**src/core/psir_pkg.sv**
```systemverilog
package psir_pkg;

	// ----------------------------------------
	// Register addresses on the management link
	// ----------------------------------------
	localparam logic [4:0] PSIR_ADDR_STATUS = 5'h01;
	localparam logic [4:0] PSIR_ADDR_ID_HI = 5'h02;
	localparam logic [4:0] PSIR_ADDR_ID_LO = 5'h03;

	// ----------------------------------------
	// Fixed fields of basic_status_word
	// ----------------------------------------
	localparam logic PSIR_T4_VAL = 1'b0;
	localparam logic [3:0] PSIR_CAPS_VAL = 4'hf;
	localparam logic [3:0] PSIR_RSVD_VAL = 4'h0;
	localparam logic PSIR_PRE_SKIP_VAL = 1'b1;
	localparam logic PSIR_AN_ABLE_VAL = 1'b1;
	localparam logic PSIR_EXT_CAP_VAL = 1'b1;

	// ----------------------------------------
	// Reset values of the live status bits
	// ----------------------------------------
	localparam logic PSIR_AN_DONE_RST = 1'b0;
	localparam logic PSIR_FAULT_RST = 1'b0;
	localparam logic PSIR_LINK_RST = 1'b0;
	localparam logic PSIR_JABBER_RST = 1'b0;

	// ----------------------------------------
	// Frame layout, counted in management clock periods
	// ----------------------------------------
	localparam logic [5:0] PSIR_PREAMBLE_LEN = 6'h20;
	localparam logic [4:0] PSIR_HDR_BITS = 5'h0d;
	localparam logic [4:0] PSIR_DATA_BITS = 5'h10;
	localparam logic [4:0] PSIR_SKIP_BITS = 5'h12;
	localparam logic [1:0] PSIR_OP_READ = 2'h2;
	localparam logic [1:0] PSIR_OP_WRITE = 2'h1;

	// ----------------------------------------
	// Types
	// ----------------------------------------
	typedef struct packed {
		logic linkGood;
		logic anDone;
		logic farEndFault;
		logic partnerFault;
		logic jabber;
		logic speed10;
	} psir_cond_type;

	typedef enum logic [6:0] {
		S_IDLE = 7'h01,
		S_HDR = 7'h02,
		S_TA_RD = 7'h04,
		S_TA_WR = 7'h08,
		S_RD_DATA = 7'h10,
		S_WR_DATA = 7'h20,
		S_SKIP = 7'h40
	} psir_state_type;

endpackage : psir_pkg

```
**src/core/psir_regs.sv**
```systemverilog
// How it works
// - Status bit 15 always reads 0: no four-pair 100 Mb/s mode.
// - Status bits 14 to 11 read fixed ones: 100 and 10 full/half duplex.
// - Status bits 10 to 7 read zero; the manager writes zeros there.
// - Frames work without preamble; 32 ones needed after reset or bad opcode/turnaround.
// - Bit 5 shows auto-negotiation complete, 0 otherwise, 0 after reset.
// - Bit 4 sets on remote fault and holds until status read or reset.
// - Far-end fault or partner fault notice both set the fault latch.
// - Bit 3 reads fixed 1: auto-negotiation able.
// - Bit 2 shows valid link at 10 or 100 Mb/s, 0 after reset.
// - Link failure clears bit 2; it returns only after good link and status read.
// - Bit 1 latches jabber at 10 Mb/s until status read or reset.
// - Bit 0 reads fixed 1: extended registers present.
// - The 32-bit identifier is organization id, then model, then revision.
// - First identifier word holds organization id bits 3 to 18; top two dropped.
// - The whole identifier may optionally read as zero.
// - Latched fields hold their event until read, then follow the condition.
// - Second identifier word: id bits 19-24, six-bit model, four-bit revision.
`timescale 1ns/100ps
`default_nettype none

module psir_regs #(
	parameter logic [23:0] ORG_ID = 24'h5a5a5a, // arbitrary value
	parameter logic [5:0] MODEL_NUM = 6'h01, // arbitrary value
	parameter logic [3:0] REV_NUM = 4'h0, // arbitrary value
	parameter logic ID_ZERO = 1'b0,
	parameter logic [4:0] PHY_ADDR = 5'h01
) (
	// Clock, reset and enable
	input wire logic sys_clk,
	input wire logic sys_rst,
	input wire logic clkEn,
	// Serial management pins
	input wire logic mgmtClk,
	input wire logic mgmtDataIn,
	output logic mgmtDataOut,
	output logic mgmtDataOe,
	// Conditions from the link, auto-negotiation, fault, jabber and speed detectors
	input wire psir_pkg::psir_cond_type cond
);
	import psir_pkg::*;

	// ----------------------------------------
	// Declarations
	// ----------------------------------------
	logic mdcMeta_reg;
	logic mdcSync_reg;
	logic mdcLast_reg;
	logic mdioMeta_reg;
	logic mdioSync_reg;
	logic mdcRise;
	logic bitIn;
	psir_state_type state_reg;
	psir_state_type state_next;
	logic [4:0] bitCnt_reg;
	logic [4:0] bitCnt_next;
	logic [5:0] preCnt_reg;
	logic preOk_reg;
	logic [11:0] hdr_reg;
	logic [12:0] hdrFull;
	logic hdrDone;
	logic hdrBad;
	logic hdrMine;
	logic rdGo;
	logic statusRead;
	logic taBad;
	logic [15:0] shift_reg;
	logic dataOut_reg;
	logic dataOe_reg;
	logic anDone_reg;
	logic faultLatch_reg;
	logic linkLatch_reg;
	logic jabLatch_reg;
	logic faultEvt;
	logic jabEvt;
	logic [15:0] statusWord;
	logic [31:0] idValue;
	logic [15:0] readWord;

	// ----------------------------------------
	// Pin synchronisers
	// ----------------------------------------
	// Both pins share the same depth, so data stays aligned to the edge.
	// Limitation: the clock pin must hold each level four system clocks or more.
	// Clock history resets high, so a pin resting high is not taken for a rise.
	always_ff @(posedge sys_clk) begin
		if (sys_rst) begin
			mdcMeta_reg <= 1'b1;
			mdcSync_reg <= 1'b1;
			mdcLast_reg <= 1'b1;
			mdioMeta_reg <= 1'b1;
			mdioSync_reg <= 1'b1;
		end else if (clkEn) begin
			mdcMeta_reg <= mgmtClk;
			mdcSync_reg <= mdcMeta_reg;
			mdcLast_reg <= mdcSync_reg;
			mdioMeta_reg <= mgmtDataIn;
			mdioSync_reg <= mdioMeta_reg;
		end
	end

	assign mdcRise = mdcSync_reg & ~mdcLast_reg;
	assign bitIn = mdioSync_reg;

	// ----------------------------------------
	// Frame header decode
	// ----------------------------------------
	// Thirteen bits after the first start bit: start, opcode, phy, register
	assign hdrFull = {hdr_reg, bitIn};
	assign hdrDone = (state_reg == S_HDR) && mdcRise
		&& (bitCnt_reg == PSIR_HDR_BITS - 5'h01);
	// Bad start or opcode drops the frame and demands a fresh preamble
	assign hdrBad = hdrDone && (!hdrFull[12]
		|| (hdrFull[11:10] != PSIR_OP_READ && hdrFull[11:10] != PSIR_OP_WRITE));
	assign hdrMine = hdrFull[9:5] == PHY_ADDR;
	assign rdGo = hdrDone && !hdrBad && hdrMine && hdrFull[11:10] == PSIR_OP_READ;
	assign statusRead = rdGo && hdrFull[4:0] == PSIR_ADDR_STATUS;
	// Write turnaround must be one then zero
	assign taBad = (state_reg == S_TA_WR) && mdcRise
		&& ((bitCnt_reg == 5'h00 && !bitIn) || (bitCnt_reg == 5'h01 && bitIn));

	always_ff @(posedge sys_clk) begin
		if (sys_rst) begin
			hdr_reg <= 12'h000;
		end else if (clkEn && mdcRise && state_reg == S_HDR) begin
			hdr_reg <= hdrFull[11:0];
		end
	end

	// ----------------------------------------
	// Preamble tracking
	// ----------------------------------------
	always_ff @(posedge sys_clk) begin
		if (sys_rst) begin
			preCnt_reg <= 6'h00;
		end else if (clkEn && mdcRise) begin
			if (state_reg != S_IDLE || !bitIn) begin
				preCnt_reg <= 6'h00;
			// Saturates, so a long idle run never wraps into a short count
			end else if (preCnt_reg != PSIR_PREAMBLE_LEN) begin
				preCnt_reg <= preCnt_reg + 6'h01;
			end
		end
	end

	// Once seen, later frames may start straight at the start bits
	always_ff @(posedge sys_clk) begin
		if (sys_rst) begin
			preOk_reg <= 1'b0;
		end else if (clkEn) begin
			if (hdrBad || taBad) begin
				preOk_reg <= 1'b0;
			end else if (mdcRise && state_reg == S_IDLE && bitIn
				&& preCnt_reg == PSIR_PREAMBLE_LEN - 6'h01) begin
				preOk_reg <= 1'b1;
			end
		end
	end

	// ----------------------------------------
	// Frame sequencer
	// ----------------------------------------
	// Counter restarts at each phase, so one small counter serves them all
	always_comb begin
		state_next = state_reg;
		bitCnt_next = bitCnt_reg + 5'h01;
		unique case (state_reg)
			S_IDLE: begin
				bitCnt_next = 5'h00;
				if (!bitIn && preOk_reg) begin
					state_next = S_HDR;
				end
			end
			S_HDR: begin
				if (hdrDone) begin
					bitCnt_next = 5'h00;
					if (hdrBad) begin
						state_next = S_IDLE;
					end else if (!hdrMine) begin
						state_next = S_SKIP;
					end else if (hdrFull[11:10] == PSIR_OP_READ) begin
						state_next = S_TA_RD;
					end else begin
						state_next = S_TA_WR;
					end
				end
			end
			S_TA_RD: begin
				if (bitCnt_reg == 5'h01) begin
					bitCnt_next = 5'h00;
					state_next = S_RD_DATA;
				end
			end
			S_TA_WR: begin
				if (taBad) begin
					state_next = S_IDLE;
				end else if (bitCnt_reg == 5'h01) begin
					bitCnt_next = 5'h00;
					state_next = S_WR_DATA;
				end
			end
			S_RD_DATA, S_WR_DATA: begin
				if (bitCnt_reg == PSIR_DATA_BITS - 5'h01) begin
					state_next = S_IDLE;
				end
			end
			// Frames for another address are timed out by count, never driven
			S_SKIP: begin
				if (bitCnt_reg == PSIR_SKIP_BITS - 5'h01) begin
					state_next = S_IDLE;
				end
			end
		endcase
	end

	// State moves only on a synchronised clock rise
	always_ff @(posedge sys_clk) begin
		if (sys_rst) begin
			state_reg <= S_IDLE;
			bitCnt_reg <= 5'h00;
		end else if (clkEn && mdcRise) begin
			state_reg <= state_next;
			bitCnt_reg <= bitCnt_next;
		end
	end

	// ----------------------------------------
	// Read data driver
	// ----------------------------------------
	// Changes just after a rising edge; the manager samples on the next one.
	always_ff @(posedge sys_clk) begin
		if (sys_rst) begin
			shift_reg <= 16'h0000;
			dataOut_reg <= 1'b1;
			dataOe_reg <= 1'b0;
		end else if (clkEn && mdcRise) begin
			// Word taken at the last address bit, before read side effects act
			if (rdGo) begin
				shift_reg <= readWord;
			end else if (state_reg == S_TA_RD && bitCnt_reg == 5'h00) begin
				dataOut_reg <= 1'b0;
				dataOe_reg <= 1'b1;
			end else if (state_reg == S_TA_RD
				|| (state_reg == S_RD_DATA && bitCnt_reg != PSIR_DATA_BITS - 5'h01)) begin
				dataOut_reg <= shift_reg[15];
				shift_reg <= {shift_reg[14:0], 1'b0};
			// Release comes at the rise that samples bit zero
			end else if (state_reg == S_RD_DATA) begin
				dataOut_reg <= 1'b1;
				dataOe_reg <= 1'b0;
			end
		end
	end

	// Pins come straight from flops, free of decode glitches
	assign mgmtDataOut = dataOut_reg;
	assign mgmtDataOe = dataOe_reg;

	// ----------------------------------------
	// Live status bits
	// ----------------------------------------
	// Sets are ORed in after the read clear, so an event in the read cycle survives.
	// A level held high keeps its latch set across any number of reads
	assign faultEvt = cond.farEndFault | cond.partnerFault;
	// Jabber outside 10 Mb/s carries no meaning and is ignored
	assign jabEvt = cond.jabber & cond.speed10;

	// Completion just follows its detector, one cycle late
	always_ff @(posedge sys_clk) begin
		if (sys_rst) begin
			anDone_reg <= PSIR_AN_DONE_RST;
		end else if (clkEn) begin
			anDone_reg <= cond.anDone;
		end
	end

	always_ff @(posedge sys_clk) begin
		if (sys_rst) begin
			faultLatch_reg <= PSIR_FAULT_RST;
		end else if (clkEn) begin
			faultLatch_reg <= faultEvt | (faultLatch_reg & ~statusRead);
		end
	end

	always_ff @(posedge sys_clk) begin
		if (sys_rst) begin
			jabLatch_reg <= PSIR_JABBER_RST;
		end else if (clkEn) begin
			jabLatch_reg <= jabEvt | (jabLatch_reg & ~statusRead);
		end
	end

	// Latched low: a failure always wins, recovery waits for a status read
	always_ff @(posedge sys_clk) begin
		if (sys_rst) begin
			linkLatch_reg <= PSIR_LINK_RST;
		end else if (clkEn) begin
			if (!cond.linkGood) begin
				linkLatch_reg <= 1'b0;
			end else if (statusRead) begin
				linkLatch_reg <= 1'b1;
			end
		end
	end

	// ----------------------------------------
	// Read words
	// ----------------------------------------
	assign statusWord = {
		PSIR_T4_VAL,
		PSIR_CAPS_VAL,
		PSIR_RSVD_VAL,
		PSIR_PRE_SKIP_VAL,
		anDone_reg,
		faultLatch_reg,
		PSIR_AN_ABLE_VAL,
		linkLatch_reg,
		jabLatch_reg,
		PSIR_EXT_CAP_VAL
	};

	// Zero option is for builds that carry no real identifier
	// Organization id bit 1 is ORG_ID[23]; its top two bits are dropped
	assign idValue = ID_ZERO ? 32'h00000000
		: {ORG_ID[21:0], MODEL_NUM, REV_NUM};

	// Writes are accepted and dropped, since nothing here can be written
	// Unmapped addresses read as zero; every register here is read-only
	always_comb begin
		readWord = 16'h0000;
		unique case (hdrFull[4:0])
			PSIR_ADDR_STATUS: readWord = statusWord;
			PSIR_ADDR_ID_HI: readWord = idValue[31:16];
			PSIR_ADDR_ID_LO: readWord = idValue[15:0];
			default: readWord = 16'h0000;
		endcase
	end

endmodule : psir_regs

`default_nettype wire

```
**config.mk**
```make
export PLATFORM = sky130hd
export DESIGN_NAME = psir_regs
export DESIGN_NICKNAME = d
export VERILOG_FILES = /design/src/core/psir_pkg.sv /design/src/core/psir_regs.sv
export SDC_FILE = /design/constraint.sdc
export NUM_CORES = 1
export LEC_CHECK = 0
export BUFFER_PORTS_ARGS = -buffer_cell sky130_fd_sc_hd__buf_2
export CAP_MARGIN = 20
export CELL_PAD_IN_SITES_DETAIL_PLACEMENT = 2
export CELL_PAD_IN_SITES_GLOBAL_PLACEMENT = 2
export CORE_MARGIN = 3
export CORE_UTILIZATION = 25
export CTS_CLUSTER_DIAMETER = 40
export DETAILED_ROUTE_END_ITERATION = 12
export GPL_TIMING_DRIVEN = 0
export PLACE_DENSITY_LB_ADDON = 0.1
export SLEW_MARGIN = 5
export SYNTH_ARGS = -nofsm -noshare
export SYNTH_HDL_FRONTEND = slang
export SYNTH_SLANG_ARGS = --single-unit
```
**constraint.sdc**
```tcl
create_clock -name sys_clk -period 2.2 [get_ports sys_clk]
set_clock_uncertainty 0.15 [all_clocks]
set_input_delay 0.11 -clock sys_clk [delete_from_list [all_inputs] [get_ports sys_clk]]
set_output_delay 0.11 -clock sys_clk [all_outputs]
set_load 0.05 [all_outputs]
```
==> impl_metrics.env, run 1 <==
export IMPL_outcome="finished with violations"
export IMPL_violations="negative setup slack"
export IMPL_final_common_cell="dfxtp_1"
export IMPL_largest_reg_flops=16
export IMPL_rsz0062_at_grt="true"
export IMPL_initial_core_util_pct=26.1
export IMPL_portBuffers=12
export IMPL_first_pass_iters=4
export IMPL_area_growth_pct=37.1
export IMPL_die_h_um=116
export IMPL_worstMarginPinSlew_ns=0.770
export IMPL_drtAntennaViolNets=0
export IMPL_cts_sinks=58
export IMPL_rr_endpoint="state_reg[5]"
export IMPL_final_cell_mix="dfxtp_1, nand2_1, nor2_1"
export IMPL_hold_depth=5
export IMPL_synthFlopType="dfxtp_1"
export IMPL_endpoint_kind="flip-flop"
export IMPL_critPathKind="reg2reg"
export IMPL_nets=410
export IMPL_vdd_drop_max_mv=0.406
export IMPL_cpLargestDelayFamily="simple AND/OR/NAND/NOR gates"
export IMPL_yosysTopAreaCell="dfxtp_1"
export IMPL_placed_cells=499
export IMPL_io_pins=13
export IMPL_path_clk_slew_ns=0.06
export IMPL_min_period_over_period_pct=101
export IMPL_grt_pass1_wl_um=16100
export IMPL_yosysUniqueCellTypes=70
export IMPL_finalSetupViolations=6
export IMPL_ys_ff_latch=58
export IMPL_n_antenna_cell=0
export IMPL_place_congestion=0.733
export IMPL_via_count=2796
export IMPL_worst_setup_path_start_kind="flip-flop"
export IMPL_powerDensity_mw_per_mm2=661
export IMPL_synth_fp_nets=362
export IMPL_slew_limit_headroom_pct=48.7
export IMPL_drt_vias_per_instance=5.18
export IMPL_critPathBufInv=1
export IMPL_r2r_start="bitCnt_reg[1]"
export IMPL_synthCells=344
export IMPL_cp_num_cells=7
export IMPL_synth_edf_count=0
export IMPL_cts_buffer_depth=2
export IMPL_drive_gt1_share_pct=31.7
export IMPL_leakage_nw=1.49
export IMPL_hold_path_startpoint="sys_rst"
export IMPL_clk_latency_ns=0.34
export IMPL_finalHoldViolCount=0
export IMPL_yosysTopAreaCellShare_pct=38.3
export IMPL_r2r_slack_ns=-0.03
export IMPL_rows=39
export IMPL_yosysWarnings=0
export IMPL_maxCapViolCount=0
export IMPL_hold_class="in2reg"
export IMPL_cts_buffers=9
export IMPL_setup_worst_path_end="state_reg[5]"
export IMPL_cpPeakStageDelay_ns=0.52
export IMPL_cts_root_buf="clkbuf_16"
export IMPL_stdcell_count=540
export IMPL_setup_slack_ns=-0.0280
export IMPL_cp_max_fo=4
export IMPL_dieArea_sq_mm=0.0135
export IMPL_grt_pass1_vias=2944
export IMPL_drv_slew=0
export IMPL_cts_tree="done"
export IMPL_core_sq_mm=0.0116
export IMPL_grt_ovfl_total=0
export IMPL_track_usage_pct=16.1
export IMPL_min_period_ns=2.23
export IMPL_avgRoutedWirePerCell_um=18.7
export IMPL_place_hpwl_um=7200
export IMPL_dieWidth_um=116
export IMPL_path_cells="inv_4, ha_4, or4b_4, nor3_4, o311ai_4, nor3_4, mux2_4"
export IMPL_crit_path_top_delay_cell="or4b_4"
export IMPL_grt_max_degree=11
export IMPL_syn_area_sq_mm=0.00303
export IMPL_ys_seq_area_share_pct=38.3
export IMPL_drc=0
export IMPL_holdWs_ns=0.0651
export IMPL_ys_top_cells_by_area="dfxtp_1, mux2i_1, nand2_1"
export IMPL_reg2reg_depth=7
export IMPL_crit_arrival_ns=2.30
export IMPL_drt_total_wl_um=10100
export IMPL_fmax_mhz=449
export IMPL_drt_iter0_markers=90
export IMPL_synthArstFlopShare_pct=0
export IMPL_antenna_found_initial=0
export IMPL_worstSetupStartpoint="bitCnt_reg[1]"
export IMPL_critPathRequiredTime_ns=2.27
export IMPL_syn_mean_instance_area_sq_um=8.81
export IMPL_path_common_cell="nor3_4"
export IMPL_h_tree_depth=3
[power breakdown]
part	switching, mW	leakage, nW	internal, mW	total, mW
clock	0.525	0.163	1.05	1.58
combinational	0.0636	0.859	0.0409	0.105
sequential	0.00603	0.473	1.06	1.06
[per-layer routing]
layer	vias to the layer above	track usage, %	share of wire, %
met1	1389	20.8	48
met3	9	4.15	2.6
met2	31	26.0	49
li1	1367	-	-
met5	-	0	0
met4	0	5.41	1.2
[synthesized netlist by cell type (4+ instances only)]
library cell  instances
nand2_1              35
nand3_1              10
xor2_1                4
mux2i_1              22
a21oi_1              13
o221a_2               4
nor3_1               10
inv_1                22
o32ai_1               5
o22ai_1               4
and3_1                5
nor4b_1               5
clkbuf_1              9
ha_1                  7
nand4_1               6
o21ai_0              10
dfxtp_1              58
buf_1                 4
a221oi_1              9
nor2b_1               6
nor2_1               33
[tightest hold or removal path, cell delays in order]
cell and delay, ns:
buf_2 0.09, inv_1 0.08, nand2_1 0.08, a41o_1 0.09, o41ai_1 0.06
[cells by family (layout without fill, tap and decap cells)]
logic type | after synthesis | after routing | synth area share (%)
DFF | 58 | 58 | 38.3
muxes | 24 | 24 | 8.13
AOI/OAI and AO/OA | 69 | 69 | 17.7
and+or+nand+nor | 140 | 140 | 25.8
buffers and inverters | 39 | 92 | 5.20
adders and majority gates | 7 | 7 | 2.89
xor gates and xnor gates | 7 | 7 | 2.02
[timing repair]
action                                  in CTS  in global routing
resized for setup                           31                 46
buffers inserted                             8                 10
pin swaps                                    6                 10
hold endpoints to repair                     6                  0
endpoints found under the setup margin      35                 45
hold buffers                                 8                  0
[stage by stage]
stage,TNS (ns),area [sq um],setup slack (ns),total power [mW],util (%)
4_1_cts,-0.456,3890,-0.0611,2.78,33.5
2_1_floorplan,-0.0669,3030,-0.0669,1.14,-
5_1_grt,-1.04,4160,-0.129,2.87,35.8
6_report,-0.113,4160,-0.0280,2.75,35.8
3_3_place_gp,-6.95,3270,-0.380,1.17,28.2
3_5_place_dp,-8.08,3270,-0.413,1.17,28.2
[worst min path at each step]
stage	slack [ns]	endpoint
finish	0.07	mgmtDataOe
detailed placement	0.19	mdcMeta_reg
global placement	0.18	mdioMeta_reg
CTS	0.05	mgmtDataOe
global route	0.14	jabLatch_reg
floorplan	0.09	mdcMeta_reg
[final cells by class]
| cell class | count | area [sq um] |
|---|---|---|
| clock buffer | 12 | 256 |
| buffer | 16 | 81.3 |
| timing repair buffer | 38 | 292 |
| inverter | 22 | 85.1 |
| fill | 1288 | 7460 |
| multi-input combinational | 247 | 2010 |
| clock inverter | 4 | 73.8 |
| tap | 143 | 179 |
| sequential | 58 | 1170 |
Power figures use the tool's default switching activity.
==> run 2, diff against run 1 <==
--- a/config.mk
+++ b/config.mk
@@ -10,7 +10,7 @@
 export CELL_PAD_IN_SITES_DETAIL_PLACEMENT = 2
 export CELL_PAD_IN_SITES_GLOBAL_PLACEMENT = 2
 export CORE_MARGIN = 3
-export CORE_UTILIZATION = 25
+export CORE_UTILIZATION = 35
 export CTS_CLUSTER_DIAMETER = 40
 export DETAILED_ROUTE_END_ITERATION = 12
 export GPL_TIMING_DRIVEN = 0
==> impl_metrics.env, run 2 (synthesis results as in run 1) <==
export IMPL_track_usage_pct=21.2
export IMPL_cpPeakStageDelay_ns=0.51
export IMPL_largest_reg_flops=16
export IMPL_fmax_mhz=438
export IMPL_outcome="finished with violations"
export IMPL_use_met3_pct=3.40
export IMPL_drt_iter0_markers=134
export IMPL_antenna_found_initial=0
export IMPL_r2r_slack_ns=-0.08
export IMPL_min_period_ns=2.28
export IMPL_io_pins=13
export IMPL_met1_usage_pct=29.2
export IMPL_r2r_start="bitCnt_reg[1]"
export IMPL_h_tree_depth=3
export IMPL_cts_buffers=9
export IMPL_violations="negative setup slack"
export IMPL_setup_slack_ns=-0.0821
export IMPL_maxCapViolCount=0
export IMPL_busiest_layer="met2"
export IMPL_hold_class="in2reg"
export IMPL_stdcell_count=493
export IMPL_min_period_over_period_pct=104
export IMPL_finalHoldViolCount=0
export IMPL_tns_ns=-0.503
export IMPL_drt_vias_per_instance=5.72
export IMPL_crit_path_top_delay_cell="or4b_4"
export IMPL_critPathKind="reg2reg"
export IMPL_grt_pass1_vias=2981
export IMPL_rr_endpoint="state_reg[5]"
export IMPL_worstSetupStartpoint="bitCnt_reg[1]"
export IMPL_worst_setup_path_start_kind="flip-flop"
export IMPL_internal_power_mw=1.73
export IMPL_leakage_nw=1.39
export IMPL_critPathRequiredTime_ns=2.30
export IMPL_p_sw_share_pct=24.8
export IMPL_post_place_ws_ns=-0.385
export IMPL_clk_latency_ns=0.36
export IMPL_multi_input_area_sq_mm=0.00191
export IMPL_nets=401
export IMPL_cts_root_buf="clkbuf_8"
export IMPL_finalSetupViolations=13
export IMPL_initial_core_util_pct=36.5
export IMPL_reg2reg_depth=7
export IMPL_final_common_cell="dfxtp_1"
export IMPL_cts_buffer_depth=2
export IMPL_slew_limit_headroom_pct=54.4
export IMPL_first_pass_iters=4
export IMPL_nFillCells=892
export IMPL_drv_slew=0
export IMPL_placed_cells=461
export IMPL_place_congestion=0.768
export IMPL_use_met2_pct=33.7
export IMPL_endpoint_kind="flip-flop"
export IMPL_vdd_drop_max_mv=0.290
export IMPL_cp_max_fo=4
export IMPL_path_cells="inv_4, ha_4, or4b_4, nor3_2, o311ai_2, nor3_4, mux2_4"
export IMPL_n_antenna_cell=0
export IMPL_cts_sinks=58
export IMPL_pwr_share_comb_pct=4.4
export IMPL_portBuffers=12
export IMPL_drive_gt1_share_pct=26.8
export IMPL_core_sq_mm=0.00830
export IMPL_worstMarginPinSlew_ns=0.684
export IMPL_dieWidth_um=99.1
export IMPL_dieArea_sq_mm=0.00981
export IMPL_drt_total_wl_um=10400
export IMPL_grt_pass1_wl_um=16100
export IMPL_rows=33
export IMPL_crit_arrival_ns=2.38
export IMPL_drc=0
export IMPL_final_cell_mix="dfxtp_1, nand2_1, nor2_1"
export IMPL_setup_worst_path_end="state_reg[5]"
export IMPL_cts_tree="done"
export IMPL_grt_max_degree=12
export IMPL_path_clk_slew_ns=0.07
export IMPL_grt_ovfl_total=0
export IMPL_powerDensity_mw_per_mm2=601
export IMPL_avgRoutedWirePerCell_um=21.0
export IMPL_p_clk_share_pct=49.5
export IMPL_drtAntennaViolNets=0
export IMPL_area_growth_pct=26.1
export IMPL_rsz0062_at_grt="true"
export IMPL_p_seq_share_pct=46.2
export IMPL_p_switching_mw=0.571
export IMPL_die_h_um=99.1
export IMPL_place_hpwl_um=6780
export IMPL_via_count=2820
export IMPL_seqCellArea_sq_mm=0.00117
[run 2: cell types whose count changed in the layout (fill, tap and decap cells not counted), moves of 3 or more]
| cell | previous run | this run |
|---|---|---|
| a221oi_2 | 7 | 1 |
| dfxtp_2 | 5 | 2 |
| clkbuf_8 | 2 | 9 |
| clkbuf_16 | 9 | 0 |
| buf_4 | 16 | 7 |
| dfxtp_1 | 51 | 54 |
| a221oi_1 | 1 | 7 |
[run 2: how the worst min path moves through the flow]
stage / startpoint / to / depth (start not counted)
6_report: sys_rst / mgmtDataOe / 5
5_1_grt: sys_rst / mgmtDataOe / 5
4_1_cts: sys_rst / mgmtDataOe / 5
3_5_place_dp: mgmtDataIn / mdioMeta_reg / 3
3_3_place_gp: mgmtDataIn / mdioMeta_reg / 3
2_1_floorplan: mgmtClk / mdcMeta_reg / 2
[run 2: through the flow]
stage          area, sq um  utilization (%)  hold WS, ns  total power, mW
6_report              3820             46.1       0.0268             2.30
5_1_grt               3820             46.1       0.0803             2.38
4_1_cts               3680             44.4       0.0355             2.30
3_5_place_dp          3220             38.8        0.182             1.17
3_3_place_gp          3220             38.8        0.177             1.17
2_1_floorplan         3030                -       0.0884             1.14
[run 2: critical path, delay by kind of cell, from the launching register on]
kind	cells	cell delay, ns
adders and majority gates	1	0.15
and+or+nand+nor	3	0.96
muxes	1	0.33
buffers and inverters	1	0.08
DFF	1	0.37
AOI/OAI and AO/OA	1	0.14
[run 2: final cells by class]
class	instances	area share, %
inverter	22	2.23
multi-input combinational	247	50.0
clock buffer	9	3.24
clock inverter	7	2.45
tap	105	3.44
buffer	16	2.13
sequential	58	30.6
timing repair buffer	29	5.86
[run 2: power by group through the flow]
| stage | Clock, mW | Sequential, mW | Combinational, mW |
|---|---|---|---|
| global route | 1.20 | 1.06 | 0.112 |
| CTS | 1.14 | 1.06 | 0.0978 |
| floorplan | 0 | 1.09 | 0.0503 |
| global placement | 0 | 1.09 | 0.0829 |
| detailed placement | 0 | 1.09 | 0.0847 |
| finish | 1.14 | 1.06 | 0.100 |
[run 2: per-layer routing]
layer / up-vias / routed length (um)
met3: 13 / 325
met2: 45 / 5090
met5: - / 0
met4: 0 / 148
li1: 1334 / -
met1: 1428 / 4820
[run 2: what timing repair did]
action	CTS	global route
hold endpoints to repair	6	0
pin swaps	2	7
setup endpoints to repair	36	40
setup buffers	7	2
resized for setup	23	33
hold buffers	8	0
==> run 3, diff against run 2 <==
--- a/config.mk
+++ b/config.mk
@@ -10,7 +10,7 @@
 export CELL_PAD_IN_SITES_DETAIL_PLACEMENT = 2
 export CELL_PAD_IN_SITES_GLOBAL_PLACEMENT = 2
 export CORE_MARGIN = 3
-export CORE_UTILIZATION = 35
+export CORE_UTILIZATION = 38
 export CTS_CLUSTER_DIAMETER = 40
 export DETAILED_ROUTE_END_ITERATION = 12
 export GPL_TIMING_DRIVEN = 0
==> constraint.sdc (replaced) <==
create_clock -name sys_clk -period 2.4 [get_ports sys_clk]
set_clock_uncertainty 0.15 [all_clocks]
set_input_delay 0.12 -clock sys_clk [delete_from_list [all_inputs] [get_ports sys_clk]]
set_output_delay 0.12 -clock sys_clk [all_outputs]
set_load 0.05 [all_outputs]
==> impl_metrics.env, run 3 (synthesis results as in run 1) <==
export IMPL_outcome="complete, no violations"
export IMPL_drc=0
export IMPL_finish_utilization_pct=48.3
export IMPL_cts_buffers=9
export IMPL_critPathRequiredTime_ns=2.50
export IMPL_vdd_drop_max_mv=0.267
export IMPL_io_pins=13
export IMPL_cts_root_buf="clkbuf_8"
export IMPL_cts_sinks=58
export IMPL_finalSetupViolations=0
export IMPL_nets=397
export IMPL_holdWs_ns=0.0580
export IMPL_cp_max_fo=6
export IMPL_dieWidth_um=95.3
export IMPL_grt_pass1_vias=3010
export IMPL_min_period_over_period_pct=96.2
export IMPL_placed_cells=455
export IMPL_avgRoutedWirePerCell_um=20.9
export IMPL_cpPeakStageDelay_ns=0.52
export IMPL_fmax_mhz=433
export IMPL_critPathKind="reg2reg"
export IMPL_antenna_found_initial=0
export IMPL_hold_class="in2reg"
export IMPL_area_growth_pct=19.4
export IMPL_drv_slew=0
export IMPL_rows=31
export IMPL_path_cells="inv_1, ha_2, or4b_4, nor3_2, o311ai_2, nor3_4, buf_12, mux2_4"
export IMPL_track_usage_pct=23.5
export IMPL_n_antenna_cell=0
export IMPL_dieArea_sq_mm=0.00909
export IMPL_largest_reg_flops=16
export IMPL_worst_setup_path_start_kind="flip-flop"
export IMPL_grt_ovfl_total=0
export IMPL_die_h_um=95.3
export IMPL_cts_tree="done"
export IMPL_drt_vias_per_instance=5.83
export IMPL_final_common_cell="dfxtp_1"
export IMPL_place_congestion=0.833
export IMPL_min_period_ns=2.31
export IMPL_via_count=2812
export IMPL_maxCapViolCount=0
export IMPL_grt_pass1_wl_um=16000
export IMPL_clk_latency_ns=0.35
export IMPL_drt_iter0_markers=96
export IMPL_h_tree_depth=3
export IMPL_grt_max_degree=11
export IMPL_drtAntennaViolNets=0
export IMPL_stdcell_count=482
export IMPL_tns_ns=0
export IMPL_final_cell_mix="dfxtp_1, nand2_1, nor2_1"
export IMPL_first_pass_iters=4
export IMPL_path_clk_slew_ns=0.07
export IMPL_crit_arrival_ns=2.41
export IMPL_slew_limit_headroom_pct=51.2
export IMPL_place_hpwl_um=6980
export IMPL_drt_total_wl_um=10100
export IMPL_leakage_nw=1.31
export IMPL_worstMarginPinSlew_ns=0.732
export IMPL_drive_gt1_share_pct=20.1
export IMPL_core_sq_mm=0.00749
export IMPL_finalHoldViolCount=0
export IMPL_crit_path_top_delay_cell="or4b_4"
export IMPL_endpoint_kind="flip-flop"
export IMPL_portBuffers=12
export IMPL_powerDensity_mw_per_mm2=514
export IMPL_initial_core_util_pct=40.5
export IMPL_cts_buffer_depth=2
[run 3: changes by cell type in the layout (fill, tap and decap cells not counted), moves of 2 or more]
cell / before / now
buf_1: 2 / 4
buf_4: 7 / 4
buf_6: 3 / 1
bufinv_16: 2 / 0
clkbuf_1: 7 / 9
clkbuf_2: 3 / 0
dfxtp_1: 54 / 57
dfxtp_4: 2 / 0
ha_1: 3 / 5
ha_4: 3 / 1
nor2b_1: 3 / 6
nor2b_2: 3 / 0
or2_4: 2 / 0
[run 3: per-stage QoR]
step | power (mW) | instance area, sq um | setup WS [ns]
after floorplan | 1.04 | 3030 | 0.133
after global placement | 1.07 | 3220 | -0.167
after detailed placement | 1.08 | 3220 | -0.246
after CTS | 1.88 | 3510 | -0.0128
after global routing | 1.93 | 3620 | -0.0442
final | 1.86 | 3620 | 0.0909
[run 3: cell type report]
type	count	area [sq um]
Clock inverter	5	32.5
Fill cell	821	3870
Tap cell	99	124
Inverter	22	82.6
Timing Repair Buffer	25	190
Buffer	16	71.3
Sequential cell	58	1160
Clock buffer	10	128
Multi-Input combinational cell	247	1830
[run 3: path summary, 6_finish.rpt]
path	from	end	slack [ns]	depth (start not counted)
max	bitCnt_reg[0]	state_reg[5]	0.09	8
min	sys_rst	mgmtDataOe	0.06	5
max reg2reg	bitCnt_reg[0]	state_reg[5]	0.09	8
min reg2reg	hdr_reg[11]	hdr_reg[11]	0.31	2
[run 3: routing by layer]
layer | GRT usage, % | wire length, um
met1 | 29.5 | 4730
met2 | 40.4 | 4950
met3 | 4.50 | 241
met4 | 7.21 | 136
met5 | 0 | 0
[run 3: power by group]
part	internal [mW]	leakage [nW]	switching, mW	total [mW]
sequential	0.969	0.469	0.00543	0.975
clock	0.364	0.0742	0.428	0.793
combinational	0.0338	0.764	0.0578	0.0917
[run 3: worst max-delay path, delay by kind of cell, from the launching register on]
kind	cells	cell delay [ns]
simple gates	3	0.87
fa+ha+maj	1	0.19
flops	1	0.36
compound gates	1	0.14
mux	1	0.29
buf+inv	2	0.22
[run 3: timing repair]
item | 4_1_cts | 5_1_grt
resized for setup | 6 | 17
hold endpoints to repair | 6 | 0
setup endpoints to repair | 24 | 33
pin swaps | 1 | 2
setup buffers | 2 | 3
hold buffers | 8 | 0
